<file path="config.mk">
export PLATFORM = sky130hd
export DESIGN_NAME = pbm_burst
export DESIGN_NICKNAME = d
export VERILOG_FILES = /design/src/logic/pbm_pkg.sv /design/src/logic/pbm_burst.sv /design/src/logic/pbm_fifo.sv
export SDC_FILE = /design/constraint.sdc
export NUM_CORES = 1
export LEC_CHECK = 0
export BUFFER_PORTS_ARGS = -buffer_cell sky130_fd_sc_hd__buf_2
export CAP_MARGIN = 10
export CORE_ASPECT_RATIO = 0.75
export CORE_MARGIN = 2
export CORE_UTILIZATION = 55
export CTS_BUF_LIST = sky130_fd_sc_hd__clkbuf_8 sky130_fd_sc_hd__clkbuf_16
export CTS_CLUSTER_SIZE = 12
export DETAILED_ROUTE_END_ITERATION = 12
export PLACE_DENSITY = 0.85
export REMOVE_ABC_BUFFERS = 1
export SLEW_MARGIN = 5
export SYNTH_ARGS = -nofsm -noshare
export SYNTH_HDL_FRONTEND = slang
export SYNTH_HIERARCHICAL = 1
export SYNTH_SLANG_ARGS = --single-unit
export TNS_END_PERCENT = 1
</file>
<file path="constraint.sdc">
create_clock -name clk -period 4.9 [get_ports clk]
set_clock_uncertainty 0.1 [all_clocks]
set_input_delay 0.735 -clock clk [delete_from_list [all_inputs] [get_ports clk]]
set_output_delay 0.735 -clock clk [all_outputs]
set_load 0.02 [all_outputs]
</file>
<file path="src/logic/pbm_pkg.sv">
package pbm_pkg;
    localparam int DATA_W        = 16;
    localparam int LC_W          = 3;
    localparam int ROW_W         = 7;
    localparam int CLK_NS        = 100;
    localparam int PDX_US        = 150;
    localparam int PDX_CYC       = (PDX_US * 1000) / CLK_NS;
    localparam int PDX_CW        = 11;
    localparam int FIFO_DEPTH    = 8;
    localparam logic [LC_W-1:0] LC_RESET = 3'h3;

    typedef struct packed {
        logic [LC_W-1:0] latency_code_value;
        logic            fixed_latency;
        logic            wait_active_high;
        logic            wait_during_delay;
        logic            wrap_off;
    } pbm_cfg_t;

    typedef struct packed {
        logic              chip_sel_n;
        logic              address_valid_n;
        logic              out_en_n;
        logic              write_en_n;
        logic              burst_clk;
        logic [DATA_W-1:0] dq_in;
    } pbm_pins_t;
endpackage

</file>
<file path="src/logic/pbm_burst.sv">
`timescale 1ns/10ps
//////////////////////////////////////////////////////////////////////////////
module pbm_burst #(
    parameter int FIFO_W = pbm_pkg::DATA_W,
    parameter int FIFO_D = pbm_pkg::FIFO_DEPTH,
    parameter int PDX_N  = pbm_pkg::PDX_CYC
) (
    input  wire logic                      clk,
    input  wire logic                      rst_b,
    input  wire pbm_pkg::pbm_cfg_t         cfg,
    input  wire pbm_pkg::pbm_pins_t        pins,
    output logic                           wait_o,
    output logic                           wait_oe,
    output logic [pbm_pkg::DATA_W-1:0]     dq_out,
    output logic                           dq_oe,
    input  wire logic [pbm_pkg::DATA_W-1:0] rd_data,
    output logic                           rd_take,
    output logic                           wr_valid,
    input  wire logic                      wr_ready,
    output logic [pbm_pkg::DATA_W-1:0]     wr_data,
    input  wire logic                      pd_enter,
    output logic                           pd_active,
    output logic                           ready
);
    import pbm_pkg::*;
    initial begin
        if (PDX_N < 1 || PDX_N >= (1 << PDX_CW)) $error("pbm_burst power-up count out of range");
    end

    //////////////////////////////////////////////////////////////////////////
    // Pin synchronisers; burst clock is sampled, not used as a clock
    pbm_pins_t s1_q;
    pbm_pins_t s2_q;
    logic      bclk_prev_q;
    always_ff @(posedge clk) begin
        if (!rst_b) begin
            s1_q <= '1;
            s2_q <= '1;
            bclk_prev_q <= 1'b1; // Matches reset of s2; no false edge
        end else begin
            s1_q <= pins;
            s2_q <= s1_q;
            bclk_prev_q <= s2_q.burst_clk;
        end
    end
    wire bclk_rise = s2_q.burst_clk && !bclk_prev_q;
    wire sel       = !s2_q.chip_sel_n;

    //////////////////////////////////////////////////////////////////////////
    // Burst state machine
    typedef enum logic [4:0] {
        ST_IDLE = 5'b00001,
        ST_LAT  = 5'b00010,
        ST_DATA = 5'b00100,
        ST_ROWW = 5'b01000,
        ST_PD   = 5'b10000
    } pbm_st_t;

    pbm_st_t          st_q;
    pbm_st_t          st_d;
    logic             is_wr_q;
    logic [LC_W:0]    cnt_q;
    logic [ROW_W-1:0] col_q;
    logic [PDX_CW-1:0] pu_q;
    logic             busy_q;
    logic             ready_q;

    function automatic logic [LC_W:0] lat_cycles(input logic [LC_W-1:0] lc, input logic plus1);
        lat_cycles = {1'b0, lc} + (LC_W+1)'(plus1);
    endfunction

    // Read latency is LC+1 clocks, or LC at a row crossing without fixed_latency; write waits LC clocks
    wire [LC_W:0] start_lat = lat_cycles(cfg.latency_code_value, 1'b0);
    wire [LC_W:0] row_lat   = lat_cycles(cfg.latency_code_value,
                                         !is_wr_q && cfg.fixed_latency);
    wire          start     = sel && !s2_q.address_valid_n && bclk_rise;
    wire          row_end   = col_q == '1;
    wire          fifo_rdy;
    wire          word_ok   = bclk_rise && (is_wr_q ? fifo_rdy : 1'b1);

    always_comb begin
        st_d = st_q;
        case (st_q)
            ST_IDLE: begin
                if (pd_enter && !sel) begin
                    st_d = ST_PD;
                end else if (start && ready_q) begin
                    st_d = ST_LAT;
                end
            end
            ST_LAT: begin
                if (bclk_rise && cnt_q <= (LC_W+1)'(1)) begin
                    st_d = ST_DATA;
                end
            end
            ST_DATA: begin
                if (word_ok && row_end) begin
                    st_d = cfg.wrap_off ? ST_DATA : ST_ROWW;
                end
            end
            ST_ROWW: begin
                if (bclk_rise && cnt_q <= (LC_W+1)'(1)) begin
                    st_d = ST_DATA;
                end
            end
            ST_PD: begin
                if (sel) begin
                    st_d = ST_IDLE;
                end
            end
            default: st_d = ST_IDLE;
        endcase
        if (!sel && st_q != ST_PD && st_q != ST_IDLE) begin
            st_d = ST_IDLE;
        end
    end

    always_ff @(posedge clk) begin
        if (!rst_b) begin
            st_q <= ST_IDLE;
        end else begin
            st_q <= st_d;
        end
    end

    always_ff @(posedge clk) begin
        if (!rst_b) begin
            is_wr_q <= 1'b0;
            cnt_q   <= '0;
            col_q   <= '0;
        end else if (st_q == ST_IDLE && start) begin
            is_wr_q <= !s2_q.write_en_n;
            cnt_q   <= s2_q.write_en_n ? start_lat + (LC_W+1)'(1) : start_lat;
            col_q   <= '0;
        end else if (st_d == ST_ROWW && st_q == ST_DATA) begin
            cnt_q   <= row_lat;
            col_q   <= '0;
        end else if (bclk_rise && (st_q == ST_LAT || st_q == ST_ROWW)) begin
            cnt_q   <= cnt_q - (LC_W+1)'(1);
        end else if (st_q == ST_DATA && word_ok) begin
            col_q   <= col_q + ROW_W'(1);
        end
    end

    //////////////////////////////////////////////////////////////////////////
    // Power-down exit timing
    always_ff @(posedge clk) begin
        if (!rst_b) begin
            pu_q    <= '0;
            ready_q <= 1'b1;
        end else if (st_q == ST_PD) begin
            pu_q    <= PDX_CW'(PDX_N);
            ready_q <= 1'b0;
        end else if (pu_q != '0) begin
            pu_q    <= pu_q - PDX_CW'(1);
        end else begin
            ready_q <= 1'b1;
        end
    end
    assign ready     = ready_q;
    assign pd_active = st_q == ST_PD;

    //////////////////////////////////////////////////////////////////////////
    // Wait output; wait_during_delay asserts for the whole latency count, otherwise only on its last count
    wire wait_core = (st_q == ST_LAT || st_q == ST_ROWW) &&
                     (cfg.wait_during_delay || cnt_q <= (LC_W+1)'(1));
    logic wait_q;
    logic [DATA_W-1:0] dq_q;
    always_ff @(posedge clk) begin
        if (!rst_b) begin
            wait_q <= 1'b0;
            busy_q <= 1'b0;
            dq_q   <= '0;
        end else begin
            wait_q <= cfg.wait_active_high ? wait_core : !wait_core;
            busy_q <= sel;
            if (st_q == ST_DATA && !is_wr_q && bclk_rise) begin
                dq_q <= rd_data; // Held while clock is parked
            end
        end
    end
    assign wait_o  = wait_q;
    assign wait_oe = busy_q;
    assign dq_out  = dq_q;
    assign dq_oe   = sel && !is_wr_q && !s2_q.out_en_n && st_q == ST_DATA;
    assign rd_take = st_q == ST_DATA && !is_wr_q && bclk_rise;

    //////////////////////////////////////////////////////////////////////////
    // Write data buffer; full buffer stalls column advance
    pbm_fifo #(.WIDTH(FIFO_W), .DEPTH(FIFO_D)) u_fifo (
        .clk       (clk),
        .rst_b     (rst_b),
        .in_valid  (st_q == ST_DATA && is_wr_q && bclk_rise),
        .in_ready  (fifo_rdy),
        .in_data   (FIFO_W'(s2_q.dq_in)),
        .out_valid (wr_valid),
        .out_ready (wr_ready),
        .out_data  (wr_data)
    );
endmodule

</file>
<file path="src/logic/pbm_fifo.sv">
`timescale 1ns/10ps
module pbm_fifo #(
    parameter int WIDTH = 16,
    parameter int DEPTH = 8
) (
    input  wire logic             clk,
    input  wire logic             rst_b,
    input  wire logic             in_valid,
    output logic                  in_ready,
    input  wire logic [WIDTH-1:0] in_data,
    output logic                  out_valid,
    input  wire logic             out_ready,
    output logic      [WIDTH-1:0] out_data
);
    localparam int AW = $clog2(DEPTH);
    initial begin
        if (DEPTH < 2 || (1 << AW) != DEPTH) $error("pbm_fifo depth must be a power of two");
    end

    logic [WIDTH-1:0] mem_q [DEPTH];
    logic [AW:0]      wp_q;
    logic [AW:0]      rp_q;
    wire              push = in_valid && in_ready;
    wire              pop  = out_valid && out_ready;

    assign in_ready  = (wp_q - rp_q) != (AW+1)'(DEPTH);
    assign out_valid = wp_q != rp_q;
    assign out_data  = mem_q[rp_q[AW-1:0]];

    always_ff @(posedge clk) begin
        if (push) begin
            mem_q[wp_q[AW-1:0]] <= in_data;
        end
    end

    always_ff @(posedge clk) begin
        if (!rst_b) begin
            wp_q <= '0;
            rp_q <= '0;
        end else begin
            wp_q <= wp_q + (AW+1)'(push);
            rp_q <= rp_q + (AW+1)'(pop);
        end
    end
endmodule

</file>
# [Word-level counts from Yosys, hierarchy flattened]
# Memories as Yosys holds them, arrays and structs flattened. A register that Yosys moved wholly into a read port is not among the register bits.
# Cells that the tools add are included.
[word_totals] reg_bits=98 ramBits=128 memories=1
[op_classes] n_addsub=8 magnitude_cmp=1 n_eq_ne=12 muxes=21 n_bitwise=2 n_reduce_logical=41
[mem_list] name="u_fifo.mem_q" words=8 width=16 rd=1 rd_clocked_by_memory_dff=1 wr=1 line_no="pbm_fifo.sv:20" source="logic [WIDTH-1:0] mem_q [DEPTH];"
[ops] cell="5-bit 2-to-1 mux" count=6
[ops] cell="1-bit logical AND" count=25
[ops] cell="11-bit 2-to-1 mux" count=2
[ops] cell="4-bit 2-to-1 mux" count=5
[ops] cell="5-bit one-hot mux with 4 select lines" count=1
[ops] cell="11-bit nonzero test" count=1
[ops] cell="11-bit by 1-bit subtractor with 11-bit output, second input constant" count=1
[ops] cell="5-bit by 4-bit == test with 1-bit output, second input constant" count=2
[ops] cell="4-bit by 1-bit adder with 4-bit output" count=2
[ops] cell="7-bit by 1-bit adder with 7-bit output, second input constant" count=1
[ops] cell="7-bit == test, second input constant" count=1
[ops] cell="1-bit zero test" count=7
[ops] cell="1-bit 2-to-1 mux" count=6
[ops] cell="5-bit by 1-bit == test with 1-bit output, second input constant" count=1
[ops] cell="5-bit by 2-bit == test with 1-bit output, second input constant" count=1
[ops] cell="5-bit by 3-bit == test with 1-bit output, second input constant" count=1
[ops] cell="5-bit == test, second input constant" count=1
[ops] cell="5-bit by 1-bit inequality test with 1-bit output, second input constant" count=1
[ops] cell="5-bit inequality test, second input constant" count=1
[ops] cell="3-bit by 1-bit adder with 4-bit output" count=1
[ops] cell="3-bit by 1-bit adder with 4-bit output, second input constant" count=1
[ops] cell="4-bit by 1-bit <= comparator with 1-bit output, second input constant" count=1
[ops] cell="4-bit inequality test" count=1
[ops] cell="4-bit inequality test, second input constant" count=1
[ops] cell="other kinds (11)" count=14

# [Longest topological paths before layout]
# Gate-level depths: netlist of run 1.
[depth] word_depth=12 ltp_mapped=13

# [Hierarchy]
# The synthesis of run 1 kept the hierarchy.
[by_module_without_submodules] module="pbm_fifo" n_inst=1 cells_per_inst=279 area_each_um2=5368.9 seq_area_each_um2=4003.8
[by_module_without_submodules] module="pbm_burst" n_inst=1 cells_per_inst=348 area_each_um2=3558.4 seq_area_each_um2=1801.7

# [Worst setup path before layout of run 1]
# No wires, ideal clock.
[synth_path] path_type="register -> register" from="register u_fifo.rp_q[1]" to="memory u_fifo.mem_q[0][0], enable pin" t_arrival_ns=3.355 required_ns=4.370 slack_ns=1.015 stages_incl_launch_ff=9 n_path_buf=3 synth_period_minus_slack_ns=3.885 path_cell_list="dfxtp_1 > clkbuf_1 > buf_2 > inv_1 > ha_1 > nor2b_1 > o211a_1 > buf_1 > nor4_1"
[synth_between] elab_chain_len=5
[synth_rtl] item="from (decl)" line_no="pbm_fifo.sv:22" source="logic [AW:0] rp_q;"
[synth_rtl] item="from (signal assigned)" line_no="pbm_fifo.sv:42" source="rp_q <= rp_q + (AW+1)'(pop);"
[synth_rtl] item="4-bit subtractor" line_no="pbm_fifo.sv:26" source="assign in_ready = (wp_q - rp_q) != (AW+1)'(DEPTH);"
[synth_rtl] item="4-bit inequality test" line_no="pbm_fifo.sv:26"
[synth_rtl] item="1-bit logical AND" line_no="pbm_fifo.sv:23" source="wire push = in_valid && in_ready;"
[synth_rtl] item="1-bit 2-to-1 mux" line_no="pbm_fifo.sv:31" source="if (push) begin"
[synth_rtl] item="1-bit 2-to-1 mux (not written as such)" line_no="pbm_fifo.sv:32" source="mem_q[wp_q[AW-1:0]] <= in_data;"
[synth_rtl] item="to (decl)" line_no="pbm_fifo.sv:20"
# No other way between the ends.

# [Worst setup path after layout of run 1]
[layout_path] from="register u_fifo.rp_q[2]" to="register cnt_q[0]"
[layout_between] elab_chain_len=12 elab_cells_between_ends=13 cone_classes="add/sub: 1; eq/ne: 2; mux: 6; reduce/logical: 4"
[layout_rtl] item="4-bit subtractor (*)" line_no="pbm_fifo.sv:26"
[layout_rtl] item="4-bit inequality test (*)" line_no="pbm_fifo.sv:26"
[layout_rtl] item="named net fifo_rdy" line_no="pbm_burst.sv:78" source="wire fifo_rdy;"
[layout_rtl] item="1-bit 2-to-1 mux (*)" line_no="pbm_burst.sv:79" source="wire word_ok = bclk_rise && (is_wr_q ? fifo_rdy : 1'b1);"
[layout_rtl] item="1-bit logical AND (*)" line_no="pbm_burst.sv:79"
[layout_rtl] item="1-bit logical AND (*)" line_no="pbm_burst.sv:97" source="if (word_ok && row_end) begin"
[layout_rtl] item="5-bit 2-to-1 mux (*)" line_no="pbm_burst.sv:97"
[layout_rtl] item="5-bit one-hot mux with 4 select lines (*)" line_no="pbm_burst.sv:83" source="case (st_q)"
[layout_rtl] item="5-bit 2-to-1 mux (*)" line_no="pbm_burst.sv:113" source="if (!sel && st_q != ST_PD && st_q != ST_IDLE) begin"
[layout_rtl] item="5-bit by 4-bit == test with 1-bit output (*)" line_no="pbm_burst.sv:135" source="end else if (st_d == ST_ROWW && st_q == ST_DATA) begin"
[layout_rtl] item="1-bit logical AND (*)" line_no="pbm_burst.sv:135"
[layout_rtl] item="4-bit 2-to-1 mux" line_no="pbm_burst.sv:135"
[layout_rtl] item="4-bit 2-to-1 mux" line_no="pbm_burst.sv:131" source="end else if (st_q == ST_IDLE && start) begin"
[layout_rtl] item="to (signal assigned)" line_no="pbm_burst.sv:133" source="cnt_q <= s2_q.write_en_n ? start_lat + (LC_W+1)'(1) : start_lat;"
[layout_rtl] item="to (signal assigned)" line_no="pbm_burst.sv:136" source="cnt_q <= row_lat;"
[layout_rtl] item="to (signal assigned)" line_no="pbm_burst.sv:139" source="cnt_q <= cnt_q - (LC_W+1)'(1);"
[layout_rtl] item="to (decl)" line_no="pbm_burst.sv:62" source="logic [LC_W:0] cnt_q;"
# Mark *: on every way through the listed nets, which the timed path passes. The rest lies on a longest branch.
# A chain may end at the register's enable or synchronous reset.

==> metrics.cfg, run 1 <==
[yosys]
synth_area_mm2 = 0.00893
async_flop_share_pct = 0
synth_cell_type_count = 64
synth-seq-area-share_pct = 65.0
ys_seq_elements = 226
syn_avg_cell_area_um2 = 14.2
synth_ff_type = edfxtp_1
yosysWarnings = 6
synthCells = 627
synth_edf_count = 128

[timing]
finalSetupTns_ns = 0
fin_crit_ns = 3.50
max_freq_ghz = 0.286
tightestPinTransition_ns = 0.859
setup_viol = 0
max_slew_margin_pct = 42.2
finalHoldViolations = 0
fin_crit_sh_pct = 71.3
drv_slew = 0
rsz0062_at_grt = false

[routing]
drc_errors = 0
ant_nets = 0
drt_first_pass_iters = 5
vias = 5404
wl_per_cell_um = 18.6
wl_mm = 17.7
viasPerCell = 5.68
drt-initial-drc-count = 374

[setup_path]
crit_arrival_ns = 3.80
r2r_slack_ns = 1.40
path_max_fanout = 17
required_ns = 5.20
startpoint_type = register
r2r_end = cnt_q[0]
r2r_start = u_fifo/rp_q[2]
reg2reg_depth = 10
endpoint = cnt_q[0]
critical_path_class = register to register
end_kind = register
startpoint = u_fifo/rp_q[2]

[layout]
drive_gt1_share_pct = 25.2
diodes = 0
regArea_mm2 = 0.00581
layout_common_cells = edfxtp_1, dfxtp_1, buf_2, nand2_1, nand2b_1
nFillCells = 1084
layout_commonest_cell = edfxtp_1
postLayoutCellArea_mm2 = 0.0103
fin_nets = 787
area_delta_synth_final_pct = 15.8
multi_input_area_mm2 = 0.00301

[job]
drv_cap = 0

[floorplan]
core_mm2 = 0.0160
fp-row-count = 40
die_w_um = 151
design.die.area_mm2 = 0.0173
pin_count = 87
die_h_um = 114
start_util_pct = 55.9

[place]
gp_congestion = 0.866
placed_area_mm2 = 0.00964
dp_hpwl_mm = 11.3
port_buffers = 86

[status]
status = completed

[clock_tree]
post-cts-setup-buffers = 0
clock_latency_ns = 0.51
h-tree-depth = 1
cts.path.max_buffers = 3
postCtsHoldBufs = 0
cts.clk_slew.worst_paths_ns = 0.06
tritoncts = yes
numCtsBuffers = 23
root_buffer = clkbuf_16
cts.sinks = 226
post_cts_resized = 0

[global_routing]
grt_pass1_wl_mm = 28.5
grt_pass1_vias = 5513
antenna_found_initial = 0
grt_overflow = 0
grt_start_max_net_pins = 51
grt_use_total_pct = 21.2

[power]
p_clk_share_pct = 40.1
combPwrFrac_pct = 7.3
p_int_mw = 3.09
p_sw_share_pct = 22.4
ir_drop_mv = 0.258
p_sw_mw = 0.894
power_mw = 3.99
p_seq_share_pct = 52.5
p_per_area_mw_per_mm2 = 386
p_leak_nw = 3.80

[worst_hold_path]
hold_path.class = primary input to register

==> flip-flops by register name, indices dropped and copies added (netlist names) <==
name and count:
col_q 7, wait_oe 1, s2_q 21, dq_out 16, u_fifo/wp_q 4, bclk_prev_q 1, s1_q 21, pu_q 11
u_fifo/rp_q 4, u_fifo/mem_q 128, ready 1, st_q 5, wait_o 1, is_wr_q 1, cnt_q 4
==> critical path, stage by stage, from the launching register on <==
cell and delay [ns]:
dfxtp_1 0.34, clkinv_1 0.54, ha_1 0.44, xor3_1 0.46
nor4_1 0.07, o211ai_1 0.19, nor2b_1 0.09, nor4b_2 0.38
nand3_4 0.17, or2_1 0.28, o311a_1 0.33
==> metal layers <==
metal,GRT usage (%),wire length [um]
met4,6.04,325
met5,0,0
met1,29.3,7470
met2,35.1,8670
met3,3.39,1210
==> power by group through the flow <==
stage	clock (mW)	sequential (mW)	combinational [mW]
floorplan	0	2.12	0.206
global placement	0	2.13	0.261
detailed placement	0	2.13	0.282
CTS	1.63	2.09	0.287
global route	1.70	2.10	0.318
finish	1.60	2.09	0.292
==> through the flow <==
stage	setup slack, ns	instances	hold WS, ns	utilization, %
global route	1.19	951	0.286	64.7
finish	1.40	951	0.295	64.7
global placement	1.55	910	0.292	60.4
CTS	1.40	951	0.276	64.7
detailed placement	1.42	910	0.292	60.4
floorplan	0.346	601	0.286	-
==> synth_stat cells, drive strengths merged, types with 5 or more instances <==
library cell,instances,area [um^2]
edfxtp,128,3840
dfxtp,98,1960
nand2,68,255
nand2b,48,308
nor2,42,158
mux4,32,721
mux2i,18,180
nor4,17,173
buf,16,96.3
xor2,16,140
ha,14,175
a21oi,13,65.1
xnor2,12,113
and2,10,65.1
clkbuf,10,37.5
inv,9,33.8
nand3,9,57.6
nor2b,8,50.1
nor3,8,62.6
nand4,6,43.8
and3,5,31.3
==> cell type report <==
class / instances / share of cell area, %
flip-flops and latches: 226 / 56.2
clock inverters: 17 / 1.04
repair buffers: 99 / 5.11
well taps: 210 / 2.54
multi-input cells: 365 / 29.1
inverters: 10 / 0.363
clock buffers: 24 / 5.70
==> cell families (layout without fill, tap and decap cells) <==
logic type      after synthesis  after routing  share of synthesized area, %
simple gates                233            233                          14.6
xor+xnor                     29             29                          3.10
flops                       226            226                          65.0
mux                          50             50                          10.1
buf+inv                      36            150                          1.92
compound gates               39             39                          3.32
fa+ha+maj                    14             14                          1.96
==> how the worst min path moves through the flow <==
| stage | cells past startpoint | start | end |
|---|---|---|---|
| after floorplan | 1 | s1_q[0] | s2_q[0] |
| after global placement | 1 | s1_q[12] | s2_q[12] |
| after detailed placement | 1 | s1_q[4] | s2_q[4] |
| after CTS | 2 | pins[8] | s1_q[8] |
| after global routing | 2 | pins[3] | s1_q[3] |
| final | 2 | pins[15] | s1_q[15] |
No activity file was read; power rests on OpenSTA's default activity.
==> inputs of run 2 (changes only) <==
Settings changed: CORE_UTILIZATION 55 to 53.
Clock period 4.9 ns to 3 ns, I/O delays scaled along.
==> run 2 against run 1 <==
Global-route usage fell by 1.0 points. First-iteration DRC count down 9.9%. Worst setup slack lost 1.2 ns. Die area increased by 3.7%. Register-to-register slack got worse by 1.2 ns. Cell count up 1.3%. Maximum frequency increased by 24%. Sequential power is 64% higher. Highest routed layer unchanged.
==> metrics.cfg, run 2 (same netlist as run 1, synthesis figures left out) <==
[clock_tree]
post-cts-setup-buffers = 0
h-tree-depth = 1
clock_latency_ns = 0.51
cts.path.max_buffers = 3
tritoncts = yes
cts.clk_slew.worst_paths_ns = 0.06
root_buffer = clkbuf_16
cts.sinks = 226
numCtsBuffers = 23

[global_routing]
antenna_found_initial = 0
grt_overflow = 0
grt_start_max_net_pins = 35
grt_use_total_pct = 20.1
grt_pass1_wl_mm = 28.0
grt_pass1_vias = 5441

[job]
drv_cap = 0

[place]
dp_slack_ns = 0.210
port_buffers = 86
gp_congestion = 0.874
placed_area_mm2 = 0.00971
dp_hpwl_mm = 11.2

[layout]
largest_register_ffs = 128
fin_nets = 794
area_delta_synth_final_pct = 16.6
regArea_mm2 = 0.00581
nFillCells = 1199
drive_gt1_share_pct = 26.1
diodes = 0
multi_input_area_mm2 = 0.00301
layout_common_cells = edfxtp_1, dfxtp_1, buf_2, nand2_1, nand2b_1
layout_commonest_cell = edfxtp_1
postLayoutCellArea_mm2 = 0.0104

[setup_path]
path_buf_inv = 0
crit_slowest_cell = dfxtp_1
path_depth = 9
end_kind = register
crit_arrival_ns = 3.11
path_max_fanout = 8
crit_chain = ha_1, nor2b_2, o211a_1, o211ai_1, nor2b_1, nor4b_2, nand3_4, or2_1, o311a_1
startpoint_type = register
reg2reg_depth = 9
max_stage_delay_ns = 0.46
critical_path_class = register to register
critical_path.top_delay_family = simple AND/OR/NAND/NOR gates
required_ns = 3.30

[routing]
wl_per_cell_um = 18.5
vias = 5305
ant_nets = 0
drt_first_pass_iters = 5
drc_errors = 0
drt-initial-drc-count = 337
viasPerCell = 5.51
wl_mm = 17.8

[timing]
max_slew_margin_pct = 55.6
max_freq_ghz = 0.355
tightestPinTransition_ns = 0.666
finalHoldViolations = 0
fin_crit_ns = 2.82
fin_crit_sh_pct = 93.9
layout_setup_ws_ns = 0.184
setup_viol = 0
drv_slew = 0
hold_slack_ns = 0.0170

[floorplan]
pin_count = 87
design.die.area_mm2 = 0.0179
die_h_um = 116
fp-row-count = 41
core_mm2 = 0.0167
die_w_um = 154
start_util_pct = 53.5

[worst_hold_path]
hold_path.class = primary input to register
min_path_cells = 2

[power]
p_per_area_mw_per_mm2 = 623
power_mw = 6.48
ir_drop_mv = 0.332
p_leak_nw = 3.84

[status]
status = completed

==> run 2: cell types whose count changed in the layout (fill, tap and decap cells not counted) <==
cell	change
inv_6	+1
clkinv_2	-1
nor2b_2	+1
buf_6	+1
inv_1	+1
clkinv_1	-1
nor2b_1	-1
buf_4	+5
clkinvlp_4	+1
buf_12	+1
inv_16	-1
==> run 2: routing by layer <==
layer | routed length, um | GRT usage (%) | up-vias | share of wire [%]
met3 | 981 | 3.60 | 35 | 5.5
met5 | 0 | 0 | - | 0
met2 | 9100 | 36.3 | 155 | 51
met4 | 421 | 5.92 | 0 | 2.4
met1 | 7300 | 25.5 | 2606 | 41
li1 | - | - | 2509 | -
==> run 2: layout make-up <==
type | count | share of cell area, %
Clock buffer | 24 | 5.66
Inverter | 10 | 0.361
Clock inverter | 17 | 0.950
Sequential cell | 226 | 55.8
Tap cell | 215 | 2.59
Timing Repair Buffer | 106 | 5.74
Multi-Input combinational cell | 365 | 28.9
==> run 2: power breakdown <==
| part | internal (mW) | total, mW | switching [mW] |
|---|---|---|---|
| combinational | 0.207 | 0.464 | 0.257 |
| sequential | 3.34 | 3.42 | 0.0796 |
| clock | 1.49 | 2.60 | 1.10 |
==> run 2: metrics by stage <==
stage                     setup TNS, ns  instances  utilization, %
final                                 0        963            62.4
after global routing            -0.0189        963            62.4
after CTS                             0        963            62.4
after detailed placement              0        922            58.3
after global placement                0        922            58.3
after floorplan                 -213.16        601               -
==> run 2: worst paths after layout <==
kind	end	slack, ns	startpoint
max	cnt_q[0]	0.18	u_fifo/wp_q[1]
min	s1_q[7]	0.02	pins[7]
max reg2reg	cnt_q[0]	0.18	u_fifo/wp_q[1]
min reg2reg	s2_q[17]	0.30	s1_q[17]
==> run 2: what timing repair did <==
action	in CTS	in global routing
endpoints found under the setup margin	0	7
hold buffers	0	0
gates resized for setup	0	2
==> inputs of run 3 (changes only) <==
Settings changed: ABC_AREA set to 1.
==> run 3 against run 2 <==
Power grew 1.0%. Sequential power about the same. Synthesized cell count is 40% higher. Worst hold slack improved by 0.014 ns. Critical path depth down 2. Area after synthesis up 2.9%. Register-to-register slack improved by 0.41 ns. Combinational power grew 25%. Clock power is 3% lower. Worst setup slack better by 0.065 ns. Flip-flop and latch count stayed put. Largest cell class unchanged.
==> metrics.cfg, run 3 <==
[place]
port_buffers = 86
placedCellCount = 1162
dp_slack_ns = 0.686
gp_congestion = 0.819
dp_hpwl_mm = 11.7

[layout]
area_delta_synth_final_pct = 14.3
layout_commonest_cell = nor2_1
largest_register_ffs = 128
fin_cells = 1204
final_core_util_pct = 62.2
layout_common_cells = nor2_1, edfxtp_1, nand2_1, dfxtp_1, buf_2
fin_nets = 1034
diodes = 0
drive_gt1_share_pct = 21.8

[clock_tree]
root_buffer = clkbuf_16
numCtsBuffers = 23
postCtsHoldBufs = 0
cts.path.max_buffers = 3
h-tree-depth = 1
cts.clk_slew.worst_paths_ns = 0.06
tritoncts = yes
post-cts-setup-buffers = 0
cts.sinks = 226
clock_latency_ns = 0.50
post_cts_resized = 0

[floorplan]
die_w_um = 156
pin_count = 87
core_mm2 = 0.0169
start_util_pct = 54.4
fp-row-count = 41
die_h_um = 118
design.die.area_mm2 = 0.0184

[power]
p_sw_mw = 1.52
p_int_mw = 5.02
p_clk_share_pct = 38.6
p_seq_share_pct = 52.5
p_sw_share_pct = 23.3
p_leak_nw = 4.32
p_per_area_mw_per_mm2 = 623
ir_drop_mv = 0.350
power_mw = 6.54
combPwrFrac_pct = 8.9

[yosys]
synth_cell_type_count = 46
async_flop_share_pct = 0
synth_edf_count = 128
synth-seq-area-share_pct = 63.2
synth_area_mm2 = 0.00918
netlist.area_leader.share_pct = 41.9
syn_avg_cell_area_um2 = 10.5
synth_commonest_cells = nor2_1, edfxtp_1, nand2_1
synthCells = 876
synth.most_common_cell = nor2_1
synth_ff_type = edfxtp_1
yosysWarnings = 6
ys_seq_elements = 226
yosys.area.top_type = edfxtp_1
yosys-top-cells-area = edfxtp_1, dfxtp_1, nor2_1, nand2_1, or2_2

[status]
status = completed

[timing]
finalHoldViolations = 0
hold_slack_ns = 0.0308
fin_crit_sh_pct = 91.7
max_slew_margin_pct = 48.8
layout_setup_ws_ns = 0.249
setup_viol = 0
fin_crit_ns = 2.75
max_freq_ghz = 0.363
rsz0062_at_grt = false
tightestPinTransition_ns = 0.767
drv_slew = 0

[global_routing]
grt_overflow = 0
grt_start_max_net_pins = 65
grt_pass1_wl_mm = 31.1
grt_pass1_vias = 6255
grt_use_total_pct = 21.0
antenna_found_initial = 0

[routing]
drt-initial-drc-count = 572
wl_per_cell_um = 16.0
vias = 6489
drt_first_pass_iters = 5
wl_mm = 19.2
ant_nets = 0
viasPerCell = 5.39
drc_errors = 0

[setup_path]
path_max_fanout = 64
end_kind = output port
critical_path_class = register to output port
crit_arrival_ns = 2.20
startpoint_type = register
required_ns = 2.45

[job]
drv_cap = 0

[worst_hold_path]
hold_path.class = primary input to register

==> run 3: metrics by stage <==
step	setup TNS [ns]	area [um^2]
3_5_place_dp	0	9830
6_report	0	10500
4_1_cts	0	10500
2_1_floorplan	-40.18	8960
3_3_place_gp	0	9830
5_1_grt	0	10500
==> run 3: cell families after synthesis <==
logic type / Yosys count / synth area share (%)
simple gates: 382 / 20.2
flops: 226 / 63.2
compound gates: 150 / 8.88
buf+inv: 96 / 5.06
fa+ha+maj: 14 / 1.91
xor+xnor: 8 / 0.763
==> run 3: worst paths after layout <==
| check | startpoint | slack, ns | cells after the start | end |
|---|---|---|---|---|
| max | u_fifo/rp_q[0] | 0.25 | 7 | wr_data[2] |
| min | pins[12] | 0.03 | 2 | s1_q[12] |
| max reg2reg | u_fifo/wp_q[0] | 0.59 | 12 | u_fifo/mem_q[6][12] |
| min reg2reg | s1_q[17] | 0.31 | 1 | s2_q[17] |
==> run 3: power by group through the flow <==
| stage | Clock, mW | Combinational (mW) | Sequential, mW |
|---|---|---|---|
| 5_1_grt | 2.70 | 0.668 | 3.45 |
| 3_3_place_gp | 0 | 0.553 | 3.50 |
| 6_report | 2.53 | 0.579 | 3.44 |
| 2_1_floorplan | 0 | 0.440 | 3.48 |
| 4_1_cts | 2.58 | 0.581 | 3.43 |
| 3_5_place_dp | 0 | 0.580 | 3.50 |
==> run 3: worst max-delay path, stage by stage, from the launching register on <==
cell and delay [ns]:
dfxtp_2 0.35, buf_4 0.42, inv_8 0.24, o21ai_0 0.26, o22ai_1 0.09, nand2_1 0.06, nand2_1 0.07, buf_2 0.16
==> run 3: metal layers <==
layer	vias to the layer above	global-route usage, %	routed length [um]
met5	-	0	0
met4	0	6.31	356
met3	32	3.61	1280
met2	239	34.3	9150
met1	3040	28.8	8440
li1	3178	-	-
==> run 3: final cells by class <==
type / count / area (um^2)
multi-input cells: 554 / 2910
inverters: 62 / 240
fillers: 1293 / 6380
flip-flops and latches: 226 / 5810
repair buffers: 105 / 598
clock inverters: 17 / 70.1
well taps: 215 / 269
clock buffers: 25 / 603
